`src/logic/osfc_pkg.sv`:
```
// Shared constants and types for the fuse sense control link
package osfc_pkg;
  // Serial word framing, first bit sent is bit 37
  localparam int WORD_BITS = 38;
  localparam logic [11:0] START_PAT = 12'h801;
  localparam logic [11:0] END_PAT = 12'h7FE;
  localparam logic [1:0] FIELD3_PAT = 2'h2;
  localparam int START_LSB = 26;
  localparam int MODE_LSB = 24;
  localparam int PARAM_LSB = 22;
  localparam int FIELD3_LSB = 20;
  localparam int DATA_LSB = 12;
  localparam int END_LSB = 0;
  // Mode field codes
  localparam logic [1:0] MODE_SPECIAL = 2'h0;
  localparam logic [1:0] MODE_SIM = 2'h1;
  localparam logic [1:0] MODE_BLOW = 2'h2;
  localparam logic [1:0] MODE_READ = 2'h3;
  // Parameter field codes
  localparam logic [1:0] PARAM_G2 = 2'h0;
  localparam logic [1:0] PARAM_G1 = 2'h1;
  localparam logic [1:0] PARAM_OFS = 2'h2;
  // Fuse bank layout
  localparam int FUSE_COUNT = 20;
  localparam int FUSE_G2_LSB = 0;
  localparam int FUSE_G1_LSB = 3;
  localparam int FUSE_OFS_LSB = 10;
  localparam int FUSE_MASTER = 18;
  localparam int FUSE_PARITY = 19;
  localparam int READ_BITS = 8;
  // Wire timing, figures in ns, counts in cycles of aclk
  localparam int CLK_PERIOD_NS = 20;
  localparam int T_SHORT_NS = 400;
  localparam int T_LONG_NS = 1200;
  localparam int T_LOW_NS = 400;
  localparam int T_ONE_MIN_NS = 800;
  localparam int T_GAP_NS = 4000;
  localparam logic [7:0] CYC_SHORT = 8'((T_SHORT_NS + CLK_PERIOD_NS - 1) / CLK_PERIOD_NS);
  localparam logic [7:0] CYC_LONG = 8'((T_LONG_NS + CLK_PERIOD_NS - 1) / CLK_PERIOD_NS);
  localparam logic [7:0] CYC_LOW = 8'((T_LOW_NS + CLK_PERIOD_NS - 1) / CLK_PERIOD_NS);
  localparam logic [7:0] CYC_ONE_MIN = 8'((T_ONE_MIN_NS + CLK_PERIOD_NS - 1) / CLK_PERIOD_NS);
  localparam logic [7:0] CYC_GAP = 8'((T_GAP_NS + CLK_PERIOD_NS - 1) / CLK_PERIOD_NS);
  // Programmer register map
  localparam logic [7:0] ADDR_CMD = 8'h00;
  localparam logic [7:0] ADDR_STATUS = 8'h04;
  localparam logic [7:0] ADDR_RDATA = 8'h08;
  localparam int CMD_DATA_LSB = 0;
  localparam int CMD_PARAM_LSB = 8;
  localparam int CMD_MODE_LSB = 10;
  localparam int STATUS_BUSY_BIT = 0;
  localparam int STATUS_RDONE_BIT = 1;
  localparam logic [7:0] RST_RDATA = 8'h00;
  localparam logic [1:0] RESP_OKAY = 2'h0;
  localparam logic [1:0] RESP_SLVERR = 2'h2;
  // Programmer sequencer states
  typedef enum logic [1:0] {OSFC_IDLE, OSFC_HIGH, OSFC_LOW} osfc_seq_t;
endpackage

```
`src/logic/osfc_link_if.sv`:
```
// Two-wire link between programmer and device, one serial input and one return pin
`timescale 1ns/1ps
interface osfc_link_if;
  logic serial_input_pin; // Programmer drives, idle low
  logic filter_serial_out_o; // Device shift register output
  logic filter_serial_out_oen; // Low while the device drives
  logic filter_serial_out_pin; // Resolved pin level
  // Undriven pin reads low
  assign filter_serial_out_pin = filter_serial_out_oen ? 1'b0 : filter_serial_out_o;
  modport dev (input serial_input_pin, output filter_serial_out_o, output filter_serial_out_oen);
  modport prog (output serial_input_pin, input filter_serial_out_pin);
endinterface // osfc_link_if

```
`src/logic/osfc_fuse_bank.sv`:
```
// Bank of one-time fuse cells with selectable sense current
`timescale 1ns/1ps
module osfc_fuse_bank (
  input wire logic aclk,
  input wire logic aresetn,
  input wire logic ce,
  input wire logic [osfc_pkg::FUSE_COUNT-1:0] blow,
  input wire logic sense_low,
  input wire logic [osfc_pkg::FUSE_COUNT-1:0] marginal,
  output logic [osfc_pkg::FUSE_COUNT-1:0] sensed
);
  logic [osfc_pkg::FUSE_COUNT-1:0] blown; // Fuse state, cleared only by reset once set

  ////////////////////////////////////////////////////////////////////////////
  genvar i;
  generate
    for (i = 0; i < osfc_pkg::FUSE_COUNT; i++) begin : g_cell
      // Cell state, fresh part has all fuses intact
      always_ff @(posedge aclk) begin
        if (!aresetn) begin
          blown[i] <= 1'b0;
        end else if (ce && blow[i]) begin
          blown[i] <= 1'b1;
        end
      end
      // Blown reads 1, a half-blown fuse fails at low current
      assign sensed[i] = blown[i] & ~(sense_low & marginal[i]);
    end
  endgenerate
endmodule // osfc_fuse_bank

```
`src/logic/osfc_device.sv`:
```
// Device end: serial word receiver, fuse control and read-out
//
// Decided for this implementation: the address map and the AXI4-Lite slave port.
`timescale 1ns/1ps
module osfc_device (
  input wire logic aclk,
  input wire logic aresetn,
  input wire logic ce,
  osfc_link_if.dev link,
  input wire logic [osfc_pkg::FUSE_COUNT-1:0] fuse_marginal,
  output logic [2:0] gain2_code,
  output logic [6:0] gain1_code,
  output logic [7:0] offset_code,
  output logic sense_low,
  output logic master_locked,
  output logic parity_error,
  output logic read_active
);
  ////////////////////////////////////////////////////////////////////////////
  // Declarations

  logic pin_s1; // Synchroniser first stage
  logic pin_s2; // Synchroniser second stage
  logic pin_d; // Delayed copy for edge detect
  logic [7:0] hi_cnt; // Cycles of current high pulse
  logic [7:0] lo_cnt; // Cycles of current low gap
  logic [5:0] bit_cnt; // Bits of the word so far
  logic [osfc_pkg::WORD_BITS-2:0] word_sr; // Bits received so far
  logic [2:0] sim_g2; // Simulated second stage gain
  logic [6:0] sim_g1; // Simulated first stage gain
  logic [7:0] sim_ofs; // Simulated output offset
  logic [7:0] rd_sr; // Read-out shift register
  logic [2:0] rd_cnt; // Pulses seen in read mode
  logic [osfc_pkg::FUSE_COUNT-1:0] sensed; // Fuse cell outputs
  logic [osfc_pkg::FUSE_COUNT-1:0] blow; // Fuse blow strobes

  ////////////////////////////////////////////////////////////////////////////
  // Edge detect and bit decode

  // Edges of the synchronised input
  wire pin_rise = pin_s2 & ~pin_d;
  wire pin_fall = ~pin_s2 & pin_d;
  // Long pulse is a 1, short a 0
  wire rx_bit = hi_cnt >= osfc_pkg::CYC_ONE_MIN;
  // Last bit of a word arrives
  wire word_end = pin_fall & ~read_active & (bit_cnt == 6'(osfc_pkg::WORD_BITS - 1));
  // Whole word with the newest bit
  wire [osfc_pkg::WORD_BITS-1:0] word = {word_sr, rx_bit};

  ////////////////////////////////////////////////////////////////////////////
  // Field decode

  wire [11:0] f_start = word[osfc_pkg::START_LSB +: 12];
  wire [1:0] f_mode = word[osfc_pkg::MODE_LSB +: 2];
  wire [1:0] f_param = word[osfc_pkg::PARAM_LSB +: 2];
  wire [1:0] f_three = word[osfc_pkg::FIELD3_LSB +: 2];
  wire [7:0] f_data = word[osfc_pkg::DATA_LSB +: 8];
  wire [11:0] f_end = word[osfc_pkg::END_LSB +: 12];
  // Frame checks on the fixed fields
  wire frame_ok = (f_start == osfc_pkg::START_PAT) && (f_three == osfc_pkg::FIELD3_PAT)
                  && (f_end == osfc_pkg::END_PAT);
  // Accepted word strobe
  wire cmd_ok = word_end & frame_ok;
  // Master fuse state locks the part
  wire master = sensed[osfc_pkg::FUSE_MASTER];
  // Command decode
  wire do_special = cmd_ok && (f_mode == osfc_pkg::MODE_SPECIAL)
                    && (f_param == osfc_pkg::PARAM_G2);
  wire do_sim = cmd_ok && (f_mode == osfc_pkg::MODE_SIM) && !master;
  wire do_read = cmd_ok && (f_mode == osfc_pkg::MODE_READ);

  ////////////////////////////////////////////////////////////////////////////
  // Fuse selection and read-out value

  // Data bits mapped onto fuse positions of the parameter
  wire [osfc_pkg::FUSE_COUNT-1:0] blow_sel =
    (f_param == osfc_pkg::PARAM_G2) ? {17'h00000, f_data[2:0]} :
    (f_param == osfc_pkg::PARAM_G1) ? {10'h000, f_data[6:0], 3'h0} :
    (f_param == osfc_pkg::PARAM_OFS) ? {2'h0, f_data, 10'h000} :
    {f_data[1:0], 18'h00000};
  // Exactly one fuse marked
  wire blow_one = (blow_sel != 20'h00000) && ((blow_sel & (blow_sel - 20'h00001)) == 20'h00000);
  // Blow only before lock
  wire do_blow = cmd_ok && (f_mode == osfc_pkg::MODE_BLOW) && !master && blow_one;
  assign blow = do_blow ? blow_sel : 20'h00000;

  // Fuse fields of each parameter
  wire [2:0] fuse_g2 = sensed[osfc_pkg::FUSE_G2_LSB +: 3];
  wire [6:0] fuse_g1 = sensed[osfc_pkg::FUSE_G1_LSB +: 7];
  wire [7:0] fuse_ofs = sensed[osfc_pkg::FUSE_OFS_LSB +: 8];
  // Parameter value, MSBs padded with zeros
  wire [7:0] rd_val =
    (f_param == osfc_pkg::PARAM_G2) ? {5'h00, fuse_g2} :
    (f_param == osfc_pkg::PARAM_G1) ? {1'b0, fuse_g1} :
    (f_param == osfc_pkg::PARAM_OFS) ? fuse_ofs :
    {6'h00, sensed[osfc_pkg::FUSE_PARITY], sensed[osfc_pkg::FUSE_MASTER]};
  // Parity over data fuses against the parity fuse
  wire par_sum = (^sensed[osfc_pkg::FUSE_MASTER-1:0]) ^ sensed[osfc_pkg::FUSE_PARITY];

  ////////////////////////////////////////////////////////////////////////////
  // Fuse bank

  osfc_fuse_bank u_bank (
    .aclk(aclk),
    .aresetn(aresetn),
    .ce(ce),
    .blow(blow),
    .sense_low(sense_low),
    .marginal(fuse_marginal),
    .sensed(sensed)
  );

  ////////////////////////////////////////////////////////////////////////////
  // Input synchroniser

  // Two stages, then a delayed copy for edges
  always_ff @(posedge aclk) begin
    if (!aresetn) begin
      pin_s1 <= 1'b0;
      pin_s2 <= 1'b0;
      pin_d <= 1'b0;
    end else if (ce) begin
      pin_s1 <= link.serial_input_pin;
      pin_s2 <= pin_s1;
      pin_d <= pin_s2;
    end
  end

  ////////////////////////////////////////////////////////////////////////////
  // Pulse and gap timers

  // High time measured from the rise, saturating
  always_ff @(posedge aclk) begin
    if (!aresetn) begin
      hi_cnt <= 8'h00;
    end else if (ce) begin
      if (pin_rise) begin
        hi_cnt <= 8'h01;
      end else if (pin_s2 && hi_cnt != 8'hFF) begin
        hi_cnt <= hi_cnt + 8'h01;
      end
    end
  end

  // Low time, held at the gap limit
  always_ff @(posedge aclk) begin
    if (!aresetn) begin
      lo_cnt <= 8'h00;
    end else if (ce) begin
      if (pin_s2) begin
        lo_cnt <= 8'h00;
      end else if (lo_cnt != osfc_pkg::CYC_GAP) begin
        lo_cnt <= lo_cnt + 8'h01;
      end
    end
  end

  ////////////////////////////////////////////////////////////////////////////
  // Word receiver

  // Collect bits; a long gap drops a partial word
  always_ff @(posedge aclk) begin
    if (!aresetn) begin
      bit_cnt <= 6'h00;
      word_sr <= '0;
    end else if (ce) begin
      if (read_active || lo_cnt == osfc_pkg::CYC_GAP) begin
        bit_cnt <= 6'h00;
      end else if (word_end) begin
        bit_cnt <= 6'h00;
      end else if (pin_fall) begin
        bit_cnt <= bit_cnt + 6'h01;
        word_sr <= {word_sr[osfc_pkg::WORD_BITS-3:0], rx_bit};
      end
    end
  end

  ////////////////////////////////////////////////////////////////////////////
  // Sense current selection

  // Volatile only, starts at normal current
  always_ff @(posedge aclk) begin
    if (!aresetn) begin
      sense_low <= 1'b0;
    end else if (ce && do_special) begin
      sense_low <= f_data[0];
    end
  end

  ////////////////////////////////////////////////////////////////////////////
  // Simulation codes

  // Written by mode 01 words while unlocked
  always_ff @(posedge aclk) begin
    if (!aresetn) begin
      sim_g2 <= 3'h0;
      sim_g1 <= 7'h00;
      sim_ofs <= 8'h00;
    end else if (ce && do_sim) begin
      case (f_param)
        osfc_pkg::PARAM_G2: sim_g2 <= f_data[2:0];
        osfc_pkg::PARAM_G1: sim_g1 <= f_data[6:0];
        osfc_pkg::PARAM_OFS: sim_ofs <= f_data;
        default: sim_ofs <= sim_ofs; // No simulated value here
      endcase
    end
  end

  ////////////////////////////////////////////////////////////////////////////
  // Read mode

  // Load, shift on falls, eighth extra pulse ends
  always_ff @(posedge aclk) begin
    if (!aresetn) begin
      read_active <= 1'b0;
      rd_sr <= 8'h00;
      rd_cnt <= 3'h0;
    end else if (ce) begin
      if (do_read) begin
        read_active <= 1'b1;
        rd_sr <= rd_val;
        rd_cnt <= 3'h0;
      end else if (read_active && pin_fall) begin
        if (rd_cnt == 3'(osfc_pkg::READ_BITS - 1)) begin
          read_active <= 1'b0;
        end else begin
          rd_sr <= {rd_sr[6:0], 1'b0};
          rd_cnt <= rd_cnt + 3'h1;
        end
      end
    end
  end

  // Shift register MSB on the pin while reading
  assign link.filter_serial_out_o = rd_sr[7];
  assign link.filter_serial_out_oen = ~read_active;

  ////////////////////////////////////////////////////////////////////////////
  // Active codes

  // Fuses rule once the master fuse is blown
  always_ff @(posedge aclk) begin
    if (!aresetn) begin
      gain2_code <= 3'h0;
      gain1_code <= 7'h00;
      offset_code <= 8'h00;
      master_locked <= 1'b0;
      parity_error <= 1'b0;
    end else if (ce) begin
      gain2_code <= master ? fuse_g2 : sim_g2;
      gain1_code <= master ? fuse_g1 : sim_g1;
      offset_code <= master ? fuse_ofs : sim_ofs;
      master_locked <= master;
      parity_error <= master & par_sum;
    end
  end
endmodule // osfc_device

```
`src/flat_wrapper.sv`:
```
// flat-port wrapper written by rule: the top's interface ports become plain ports
module osfc_device_flat 
  (aclk, aresetn, ce, fuse_marginal, gain2_code, gain1_code, offset_code, sense_low, master_locked, parity_error, read_active, link_serial_input_pin, link_filter_serial_out_o, link_filter_serial_out_oen);
  osfc_link_if link_i ();
  input wire logic aclk;
  input wire logic aresetn;
  input wire logic ce;
  input wire logic [osfc_pkg::FUSE_COUNT-1:0] fuse_marginal;
  output logic [2:0] gain2_code;
  output logic [6:0] gain1_code;
  output logic [7:0] offset_code;
  output logic sense_low;
  output logic master_locked;
  output logic parity_error;
  output logic read_active;
  input wire logic [$bits(link_i.serial_input_pin)-1:0] link_serial_input_pin;
  output wire logic [$bits(link_i.filter_serial_out_o)-1:0] link_filter_serial_out_o;
  output wire logic [$bits(link_i.filter_serial_out_oen)-1:0] link_filter_serial_out_oen;
  assign link_i.serial_input_pin = link_serial_input_pin;
  assign link_filter_serial_out_o = link_i.filter_serial_out_o;
  assign link_filter_serial_out_oen = link_i.filter_serial_out_oen;
  osfc_device u_core (.aclk(aclk), .aresetn(aresetn), .ce(ce), .link(link_i), .fuse_marginal(fuse_marginal), .gain2_code(gain2_code), .gain1_code(gain1_code), .offset_code(offset_code), .sense_low(sense_low), .master_locked(master_locked), .parity_error(parity_error), .read_active(read_active));
endmodule
```
`config.mk`:
```
export PLATFORM = sky130hd
export DESIGN_NAME = osfc_device_flat
export DESIGN_NICKNAME = d
export VERILOG_FILES = /design/src/logic/osfc_pkg.sv /design/src/logic/osfc_link_if.sv /design/src/logic/osfc_fuse_bank.sv /design/src/logic/osfc_device.sv /design/src/flat_wrapper.sv
export SDC_FILE = /design/constraint.sdc
export NUM_CORES = 1
export LEC_CHECK = 0
export BUFFER_PORTS_ARGS = -buffer_cell sky130_fd_sc_hd__buf_2
export CAP_MARGIN = 40
export CORE_MARGIN = 2
export CORE_UTILIZATION = 30
export CTS_BUF_LIST = sky130_fd_sc_hd__clkbuf_16
export CTS_CLUSTER_DIAMETER = 100
export DETAILED_ROUTE_END_ITERATION = 6
export GPL_ROUTABILITY_DRIVEN = 0
export PLACE_DENSITY = 0.45
export SYNTH_ARGS = -nofsm -noshare
export SYNTH_HDL_FRONTEND = slang
export SYNTH_SLANG_ARGS = --single-unit
```
`constraint.sdc`:
```
create_clock -name aclk -period 2.4 [get_ports aclk]
set_clock_uncertainty 0.1 [all_clocks]
set_input_delay 0.48 -clock aclk [delete_from_list [all_inputs] [get_ports aclk]]
set_output_delay 0.48 -clock aclk [all_outputs]
set_load 0.005 [all_outputs]
```
== After elaboration in Yosys (flattened, before gate mapping) ==
Index checks and enable logic that the tools add are counted.

* Bitwise logic cells: 73
* Divide/modulo/power cells: 0
* Shift operators: 0
* Reductions and logical operators: 56
* $mul: 0
* Mux-type cells: 26
* $add $sub $neg: 5
* Order comparisons: 1
* Equal/unequal tests: 14

{| class="wikitable"
|+ Operators with widths
! kind !! count
|-
| $mux W8 || 11
|-
| $mux W20 || 4
|-
| $and A1 B1 Y1 || 46
|-
| $logic_and A1 B1 Y1 || 35
|-
| $not A1 Y1 || 25
|-
| $and A20 B20 Y20 || 1
|-
| $logic_not A20 Y1 || 1
|-
| $reduce_bool A20 Y1 || 1
|-
| $sub A20 B1 Y20 const B || 1
|-
| $mux W6 || 3
|-
| $reduce_xor A18 Y1 || 1
|-
| $add A8 B1 Y8 const B || 2
|-
| $ne A8 B8 Y1 const B || 2
|-
| $eq A12 B11 Y1 const B || 1
|-
| $eq A12 B12 Y1 const B || 1
|-
| $mux W3 || 4
|-
| $reduce_and A2 Y1 || 6
|-
| $eq A2 B2 Y1 const B || 4
|-
| $eq A8 B8 Y1 const B || 1
|-
| $ge A8 B6 Y1 const B || 1
|-
| $reduce_bool A2 Y1 || 4
|-
| $mux W7 || 1
|-
| $add A6 B1 Y6 const B || 1
|-
| $eq A6 B6 Y1 const B || 1
|-
| other kinds (12) || 17
|}

* RAM bits: 0
* Bits in latches: 0
* Bits of input ports: 24
* Word-level logic and storage cells: 214
* Register bits: 133
* ROM bits: 0
* Memories: 0

== Longest topological paths before layout ==
Gate-level depths: netlist of the first run.

* Word-level depth: 11
* Depth in mapped cells: 9
* Mapped depth without buffers: 8

== Hierarchy ==
A second synthesis of the first run with hierarchy kept.

* Cell total of the unflattened synthesis: 683
* Area, all modules: 6532.5 um2

{| class="wikitable"
|+ Modules (own cells, without submodules)
! module !! cells each !! area each (um2) !! instances !! seq. area each (um2)
|-
| osfc_device || 597 || 5714.2 || 1 || 2262.2
|-
| osfc_fuse_bank || 86 || 818.3 || 1 || 400.4
|}

== Least setup slack after synthesis of the first run ==
Ideal clock, no wire load.

* Kind: register to register
* Start: register u_core.word_sr[10] in the netlist's numbering
* End: register u_core.rd_sr[2]
* Cell stages (with the launch flop): 8
* Data required time: 2172 ps
* Setup slack: 174 ps
* Data arrival time: 1998 ps
* Cells stage by stage: dfxtp_1 -> nand4b_1 -> or4_4 -> nor4_4 -> buf_4 -> mux2_1 -> mux2i_1 -> nor2_1

* Word-level cells in the longest chain between the ends: 6

{| class="wikitable"
|+ RTL lines
! what !! RTL line !! RTL
|-
| start, declared || osfc_device.sv:28 || <nowiki>logic [osfc_pkg::WORD_BITS-2:0] word_sr;</nowiki>
|-
| start signal, assigned || osfc_device.sv:173 || <nowiki>word_sr <= {word_sr[osfc_pkg::WORD_BITS-3:0], rx_bit};</nowiki>
|-
| $eq A12 B11 Y1 * || osfc_device.sv:61 || <nowiki>&& (f_end == osfc_pkg::END_PAT);</nowiki>
|-
| $logic_and A1 B1 Y1 * || osfc_device.sv:61 ||
|-
| $and A1 B1 Y1 * || osfc_device.sv:63 || <nowiki>wire cmd_ok = word_end & frame_ok;</nowiki>
|-
| $logic_and A1 B1 Y1 * || osfc_device.sv:70 || <nowiki>wire do_read = cmd_ok && (f_mode == osfc_pkg::MODE_READ);</nowiki>
|-
| $ne A2 B1 Y1 (no line) / $reduce_bool A2 Y1 (equally long branches) || n/a ||
|-
| $reduce_and A3 Y1 (no line) || n/a ||
|-
| end signal, assigned || osfc_device.sv:221 || <nowiki>rd_sr <= rd_val;</nowiki>
|-
| end signal, assigned || osfc_device.sv:227 || <nowiki>rd_sr <= {rd_sr[6:0], 1'b0};</nowiki>
|-
| end, declared || osfc_device.sv:32 || <nowiki>logic [7:0] rd_sr;</nowiki>
|}

Every way passes the cells marked *; elsewhere a longest branch is shown, timed or not.
A chain may end at the register's enable or synchronous reset.

== Worst setup path in the final report of the first run ==
* Start: register u_core.word_sr[10] in the netlist's numbering
* End: register u_core.rd_sr[6]

Same word-level chain as after synthesis.

==> impl_metrics.toml, run 1 <==
[run_status]
outcome = "complete, but fails checks"
violations = "setup timing"

[clock_network]
insertion_delay_ps = 420
clockBufferDepth = 2
cts.sinks = 133
cts_tree = "done"
path_clk_slew_ps = 60
cts_root_buffer = "clkbuf_16"
cts_buffers = 17
ctsHtreeMaxLevel = 4

[final_layout]
drive_gt1_share_pct = 20.95
finalNonFillerCells = 1024
syn2layout_area_growth_pct = 24.10
seq_area_um2 = 2666
n_antenna_cell = 0
multiInputGateArea_um2 = 3227
fill_cells = 2073
final_area_um2 = 7507
fin_nets = 778

[global_route]
grt_pass1_wl_um = 26080
first_global_vias = 4881
grt_overflow_total = 0
grt_max_degree = 47
grt_util_all_layers_pct = 15.23
antenna_found_initial = 0

[timing]
worst_pin_slew_ps = 697.9
holdWs_ps = 208.8
finalHoldViolations = 0
max_freq_mhz = 414.0
setup_ws_ps = -15.65
finalCritPeriodShare_pct = 100.7
rsz0062_at_grt = "true"
timing.final.crit_period_ps = 2416
setup_viol = 2
slew_headroom_pct = 52.98
drv_slew = 0

[synthesis]
synth_edf_count = 0
ys_async_sr_fraction_pct = 0
avgSynthCellArea_um2 = 8.976
yosysSeqAreaShare_pct = 44.01
yosysWarnings = 0
syn_nets = 706
synth_seq_cells = 133
ys.flop_type = "dfxtp_1"
syn-cell-area_um2 = 6050
yosysUniqueCellTypes = 59
synthCells = 674

[pwr]
power_frac_comb_pct = 3.0
switching_share_pct = 21.06
ir_drop_uv = 488.3
p_sw_w = 0.001065
seqPwrFrac_pct = 44.3
power.density_nw_per_um2 = 673.7
p_clk_share_pct = 52.7
internal-power_w = 0.003992
p_leak_nw = 3.136

[critical_path]
cp_slowest_stage_delay_ps = 610
cp-start-kind = "flip-flop"
cp.arrival_ps = 2610
path_class = "reg2reg"
worstPathCellList = "nand4b_1 -> or4_4 -> nor4_4 -> buf_6 -> mux2_1 -> mux2i_1 -> nor2_1"
end_kind = "flip-flop"
crit_required_ps = 2590
critPathSlowestCell = "or4_4"
critPathMaxFanout = 5

[die]
dieArea_um2 = 21320
core_area_um2 = 19650
die_y_um = 146.0
start_util_pct = 30.78
num_io_pins = 48
std_cell_rows = 51
die-width_um = 146.0

[job]
cap_viol_max_count = 0

[detailed_routing]
drtPass1Iterations = 5
vias_per_cell = 4.844
num_vias = 4960
drc_errors = 0
wl_per_cell_um = 15.56
ant_nets = 0
drt_iter0_drc = 311
routed_wl_um = 15940

[worst_hold_path]
min_path_type = "in2reg"

[place]
dp_hpwl_um = 11380
io_buffers = 47
place_area_um2 = 6777
place_inst = 986
==> path summary, 6_finish.rpt <==
| path | startpoint | to | slack [ps] | cells after the start |
|---|---|---|---|---|
| min reg2reg | u_core.u_bank.blown[3] | u_core.u_bank.blown[3] | 360 | 1 |
| max reg2reg | u_core.word_sr[10] | u_core.rd_sr[6] | -20 | 7 |
| max | u_core.word_sr[10] | u_core.rd_sr[6] | -20 | 7 |
| min | link_serial_input_pin | u_core.pin_s1 | 210 | 3 |
==> what timing repair did <==
action,CTS,global route
hold buffers,0,0
setup endpoints to repair,11,42
cloned,0,1
gates resized for setup,1,17
pin swaps,0,6
setup buffers,0,5
==> synthesized netlist by cell type, types with 3 or more instances <==
master / count / area (um^2)
nand2b_1: 4 / 25.02
a21oi_1: 38 / 190.2
o31a_1: 3 / 26.28
nor4_1: 7 / 43.79
xor2_1: 11 / 96.34
o22ai_1: 8 / 50.05
a311oi_1: 9 / 78.83
mux2i_1: 58 / 580.6
o21ai_0: 12 / 60.06
clkbuf_1: 28 / 105.1
nand3_1: 8 / 40.04
nor2_1: 144 / 540.5
dfxtp_1: 133 / 2663
nor3_1: 6 / 30.03
ha_1: 8 / 100.1
mux2_1: 5 / 56.30
a21boi_0: 9 / 67.56
a21bo_2: 10 / 100.1
o21a_1: 12 / 90.09
nand4_1: 9 / 56.30
or3_1: 4 / 25.02
a22oi_1: 3 / 22.52
buf_4: 3 / 22.52
nand2_1: 43 / 161.4
inv_1: 15 / 56.30
nand4b_1: 5 / 43.79
a211oi_1: 11 / 82.58
buf_2: 5 / 25.02
nor2b_1: 4 / 25.02
xnor2_1: 11 / 96.34
a31oi_1: 9 / 56.30
==> state kept, by name, indices dropped and copies added (netlist names) <==
name	cells
u_core.word_sr	37
u_core.read_active	1
u_core.master_locked	1
u_core.hi_cnt	8
u_core.sense_low	1
u_core.parity_error	1
u_core.pin_d	1
u_core.gain2_code	3
u_core.sim_ofs	8
u_core.pin_s1	1
u_core.sim_g1	7
u_core.lo_cnt	8
u_core.sim_g2	3
u_core.rd_cnt	3
u_core.offset_code	8
u_core.bit_cnt	6
u_core.rd_sr	8
u_core.gain1_code	7
u_core.pin_s2	1
u_core.u_bank.blown	20
==> final cells by class <==
| cell class | count | area share, % |
|---|---|---|
| multi-input cells | 485 | 42.98 |
| well taps | 265 | 4.417 |
| clock buffers | 17 | 5.667 |
| repair buffers | 93 | 8.300 |
| flip-flops and latches | 133 | 35.52 |
| inverters | 16 | 0.8000 |
| clock inverters | 15 | 2.317 |
==> routing by layer <==
layer  track usage [%]  wire, um  vias up  part of all wire, %
li1                  -         -     2513                    -
met2             23.56      7167       71                   45
met4             4.369       137        0                 0.86
met5                 0         0        -                    0
met1             21.28      8088     2364                   51
met3             3.448       544       12                  3.4
==> per-stage QoR <==
stage / setup TNS [ps] / util, % / worst slack, ps / power (W)
floorplan: 0 / - / 174.3 / 0.002374
global placement: 0 / 34.48 / 53.86 / 0.002441
detailed placement: -40.34 / 34.48 / -29.83 / 0.002443
CTS: -186.9 / 37.55 / -52.85 / 0.005126
global route: -546.1 / 38.20 / -97.70 / 0.005244
finish: -21.91 / 38.20 / -15.65 / 0.005057
==> worst max-delay path: cells and delay by family, from the launching register on <==
kind          cells  cell delay (ps)
mux               2              470
flops             1              300
buf+inv           1              190
simple gates      4             1230
==> power by group through the flow <==
stage               Combinational [W]  Clock [W]  Sequential [W]
finish                       0.000151    0.00266         0.00224
global placement             0.000152          0         0.00229
floorplan                   0.0000834          0         0.00229
detailed placement           0.000153          0         0.00229
global route                 0.000168    0.00283         0.00224
CTS                          0.000153    0.00273         0.00224
==> layout by cell type, fill, tap and decap left out, types with 5 or more instances in the layout <==
cell and n:
nand3_1 6, mux2i_1 58, clkbuf_16 17, a211oi_1 11
nand2_1 43, dfxtp_1 130, nand4b_1 5, inv_1 20
buf_2 48, ha_1 8, buf_4 40, a21oi_1 38
xnor2_1 11, a311oi_1 9, o21ai_0 12, nor2_1 143
xor2_1 11, a21boi_0 9, a21bo_2 10, o22ai_1 8
a31oi_1 9, o21a_1 12, nand4_1 9, nor3_1 6
==> logic make-up (layout without fill, tap and decap cells) <==
family	count (synthesis)	in the layout	share of synthesized area [%]
buf+inv	56	141	4.012
mux	65	65	11.27
fa+ha+maj	8	8	1.655
simple gates	254	254	19.88
flops	133	133	44.01
xor+xnor	24	24	3.930
compound gates	134	134	15.24
Power figures use the tool's default switching activity.
==> inputs of run 2 (changes only) <==
PLACE_DENSITY = 0.44   (was 0.45)
clock period = 3 ns   (was 2.4 ns; I/O delays follow)
==> run 2 against run 1 <==
- the run now ends clean
- critical path depth is the same
- critical endpoint unchanged
- maximum frequency shrank 4.9%
- cell area shrank 4.3%
- sequential power shrank 20%
- highest routed layer unchanged
- setup slack gained 480 ps
- total power shrank 21%
==> impl_metrics.toml, run 2 (same netlist as run 1, synthesis figures left out) <==
[critical_path]
r2r_start = "u_core.pin_d"
worstSetupStartpoint = "u_core.pin_d"
cp-start-kind = "flip-flop"
cp.arrival_ps = 2740
crit_required_ps = 3200
end_kind = "flip-flop"
path_class = "reg2reg"
critPathMaxFanout = 10

[detailed_routing]
wl_per_cell_um = 15.69
drc_errors = 0
drt_iter0_drc = 386
num_vias = 4904
ant_nets = 0
routed_wl_um = 15640
drtPass1Iterations = 4
vias_per_cell = 4.919

[timing]
holdWs_ps = 337.8
timing.final.crit_period_ps = 2540
drv_slew = 0
rsz0062_at_grt = "false"
tns_ps = 0
finalHoldViolations = 0
max_freq_mhz = 393.7
finalCritPeriodShare_pct = 84.66
worst_pin_slew_ps = 732.4
setup_viol = 0
slew_headroom_pct = 50.66

[die]
core_area_um2 = 19650
std_cell_rows = 51
die_y_um = 146.0
start_util_pct = 30.78
dieArea_um2 = 21320
num_io_pins = 48
die-width_um = 146.0

[clock_network]
cts_root_buffer = "clkbuf_16"
cts_buffers = 17
cts_setup_buffers = 0
cts_resized = 0
cts_tree = "done"
clockBufferDepth = 2
ctsHtreeMaxLevel = 4
cts_hold_buf = 0
cts.sinks = 133
insertion_delay_ps = 410
path_clk_slew_ps = 60

[final_layout]
syn2layout_area_growth_pct = 18.72
layout_commonest_cell = "nor2_1"
seq_area_um2 = 2663
fin_nets = 751
n_antenna_cell = 0
multiInputGateArea_um2 = 3149
largest_reg_flops = 37
finalNonFillerCells = 997
drive_gt1_share_pct = 16.80
top_register = "u_core.word_sr"
final_area_um2 = 7182
reg_top3 = "u_core.word_sr x37, u_core.u_bank.blown x20"
fill_cells = 2093
final_cell_mix = "nor2_1 (144), dfxtp_1 (133), mux2i_1 (58), buf_2 (47), nand2_1 (43)"

[place]
dp_hpwl_um = 11350
place_inst = 965
place_area_um2 = 6594
io_buffers = 47

[global_route]
grt_overflow_total = 0
grt_max_degree = 56
first_global_vias = 4749
grt_util_all_layers_pct = 15.07
grt_pass1_wl_um = 25540
antenna_found_initial = 0

[pwr]
power_frac_comb_pct = 3.0
p_leak_nw = 2.954
p_clk_share_pct = 52.0
switching_share_pct = 21.76
power.density_nw_per_um2 = 555.6
p_sw_w = 0.0008682
ir_drop_uv = 333.3
seqPwrFrac_pct = 45.0
internal-power_w = 0.003122

[run_status]
outcome = "complete, no violations"

[worst_hold_path]
worstHoldStart = "link_serial_input_pin"
min_path_type = "in2reg"

[job]
cap_viol_max_count = 0
run 2: power by group through the flow:
stage	Clock [W]	Combinational, W	Sequential (W)
2_1_floorplan	0	0.0000667	0.00183
3_3_place_gp	0	0.000122	0.00183
3_5_place_dp	0	0.000123	0.00183
4_1_cts	0.00213	0.000123	0.00179
5_1_grt	0.00221	0.000136	0.00180
6_report	0.00208	0.000120	0.00179
run 2: worst max-delay path: stages (launching register included):
cell and delay (ps):
dfxtp_1 430, nor3b_2 390, nand4_1 390, nor4_4 350
buf_4 240, mux2_1 340, mux2i_1 140, nor2_1 50
run 2: layout make-up:
type                       count  area share [%]
sequential                   133           37.07
clock inverter                15           2.265
clock buffer                  17           5.923
tap                          265           4.617
multi-input combinational    485           43.85
timing repair buffer          66           5.436
inverter                      16          0.8362
run 2: layer usage:
layer | wire length (um) | track usage, % | up-vias | share of wire (%)
li1 | - | - | 2458 | -
met1 | 7954 | 20.99 | 2349 | 51
met2 | 6856 | 22.48 | 79 | 44
met3 | 585 | 4.483 | 18 | 3.7
met4 | 248 | 4.563 | 0 | 1.6
met5 | 0 | 0 | - | 0
run 2: final timing paths:
kind	end	slack, ps	cells past startpoint
setup / recovery	u_core.rd_sr[6]	460	7
hold reg to reg	u_core.rd_sr[0]	360	2
hold / removal	u_core.pin_s1	340	3
setup reg to reg	u_core.rd_sr[6]	460	7
run 2: stage by stage:
step	setup slack, ps	power [W]	util (%)
CTS	406.5	0.004048	36.54
global route	231.3	0.004141	36.54
finish	460.2	0.003990	36.54
detailed placement	421.3	0.001956	33.55
global placement	478.5	0.001955	33.55
floorplan	774.3	0.001899	-
==> inputs of run 3 (changes only) <==
PLACE_DENSITY = 0.45   (was 0.44)
clock period = 2.1 ns   (was 3 ns; I/O delays follow)
==> run 3 against run 2 <==
- the run now ends with setup timing left
- routed wire length up 6.5%
- cell area up 13%
- die area stayed put
- sequential share of layout area down 4.3 points
==> impl_metrics.toml, run 3 (same netlist as run 1, synthesis figures left out) <==
[run_status]
outcome = "complete, but fails checks"
violations = "setup timing"

[global_route]
grt_pass1_wl_um = 26280
grt_max_degree = 55
first_global_vias = 5131
grt_overflow_total = 0
antenna_found_initial = 0
grt_util_all_layers_pct = 15.38

[detailed_routing]
vias_per_cell = 4.800
dr_wl_met2_um = 7689
highest_layer = "met4"
num_vias = 5170
drc_errors = 0
drt_iter0_drc = 259
routed_wl_um = 16670
drtPass1Iterations = 4
ant_nets = 0
met3_length_um = 561
wl_per_cell_um = 15.47
drt-met1-wl_um = 8157

[clock_network]
cts_hold_buf = 0
cts_tree = "done"
cts_buffers = 17
insertion_delay_ps = 420
clockBufferDepth = 2
ctsHtreeMaxLevel = 4
path_clk_slew_ps = 60
cts.sinks = 133
cts_root_buffer = "clkbuf_16"

[critical_path]
crit_required_ps = 2350
critPathMaxFanout = 8
worstSetupStartpoint = "u_core.word_sr[10]"
r2r_start = "u_core.word_sr[10]"
path_class = "reg2reg"
cp.arrival_ps = 2490
cp_slowest_stage_delay_ps = 610
worstPathCellList = "nand4b_1 -> or4_4 -> buf_6 -> nor4_4 -> o2111a_2 -> a31oi_1 -> nor2_1"
cp-start-kind = "flip-flop"
critPathSlowestCell = "or4_4"
end_kind = "flip-flop"
reg2reg_depth = 7

[timing]
setup_viol = 44
tns_ps = -3846
max_freq_mhz = 447.4
finalHoldViolations = 0
slew_headroom_pct = 65.17
timing.final.crit_period_ps = 2235
worst_pin_slew_ps = 517.7
drv_slew = 0
finalCritPeriodShare_pct = 106.4
setup_ws_ps = -134.9
rsz0062_at_grt = "true"

[pwr]
power.density_nw_per_um2 = 691.3
p_leak_nw = 3.420
power_w = 0.005624
ir_drop_uv = 529.2

[final_layout]
largest_reg_flops = 37
seq_area_um2 = 2668
syn2layout_area_growth_pct = 34.50
final_cell_mix = "nor2_1 (137), dfxtp_1 (129), buf_4 (86), mux2i_1 (55), buf_2 (47)"
fill_cells = 1979
reg_top3 = "u_core.word_sr x37, u_core.u_bank.blown x20"
multiInputGateArea_um2 = 3379
top_register = "u_core.word_sr"
layout_commonest_cell = "nor2_1"
final_util_pct = 41.40
n_antenna_cell = 0
drive_gt1_share_pct = 29.43
fin_nets = 832
final_area_um2 = 8137

[die]
num_io_pins = 48
start_util_pct = 30.78
die_y_um = 146.0
core_area_um2 = 19650
std_cell_rows = 51
die-width_um = 146.0
dieArea_um2 = 21320

[worst_hold_path]
min_path_cells = 3
worstHoldStart = "link_serial_input_pin"
min_path_type = "in2reg"

[place]
place_area_um2 = 7207
dp_hpwl_um = 11640
io_buffers = 47

[job]
cap_viol_max_count = 0
==> run 3: cell type report <==
| type | instances | share of cell area [%] |
|---|---|---|
| clock buffer | 17 | 5.228 |
| clock inverter | 14 | 1.676 |
| inverter | 16 | 0.7381 |
| multi-input combinational | 485 | 41.53 |
| sequential | 133 | 32.78 |
| tap | 265 | 4.075 |
| timing repair buffer | 147 | 13.96 |
==> run 3: timing repair <==
item                                    in CTS  in global routing
resized for setup                           22                 25
cloned                                       1                  2
setup buffers                                7                  4
endpoints found under the setup margin      50                 53
pin swaps                                   17                 19
==> run 3: final timing paths <==
check	end	slack, ps
max	u_core.u_bank.blown[16]	-130
min	u_core.pin_s1	140
max reg2reg	u_core.u_bank.blown[16]	-130
min reg2reg	u_core.u_bank.blown[6]	360
==> run 3: through the flow <==
step	cells	hold WS [ps]	worst slack, ps
floorplan	674	327.4	-75.85
global placement	1034	344.5	-172.2
detailed placement	1034	348.2	-190.5
CTS	1072	131.1	-140.7
global route	1077	154.0	-256.9
finish	1077	139.1	-134.9
==> run 3: power breakdown <==
part           total [W]  switching (W)  internal, W
clock network    0.00287        0.00115      0.00173
registers        0.00256      0.0000146      0.00255
logic           0.000189       0.000115    0.0000744
==> run 3: routing by layer <==
layer | GRT usage [%] | vias up
met1 | 20.88 | 2469
met2 | 24.08 | 65
met4 | 5.534 | 0
met5 | 0 | -
li1 | - | 2619
met3 | 3.386 | 17
==> run 3: worst max-delay path: cells and delay by family, from the launching register on <==
kind / cells / cell delay (ps)
and+or+nand+nor: 4 / 1120
AOI/OAI and AO/OA: 2 / 460
DFF: 1 / 320
buffers and inverters: 1 / 160
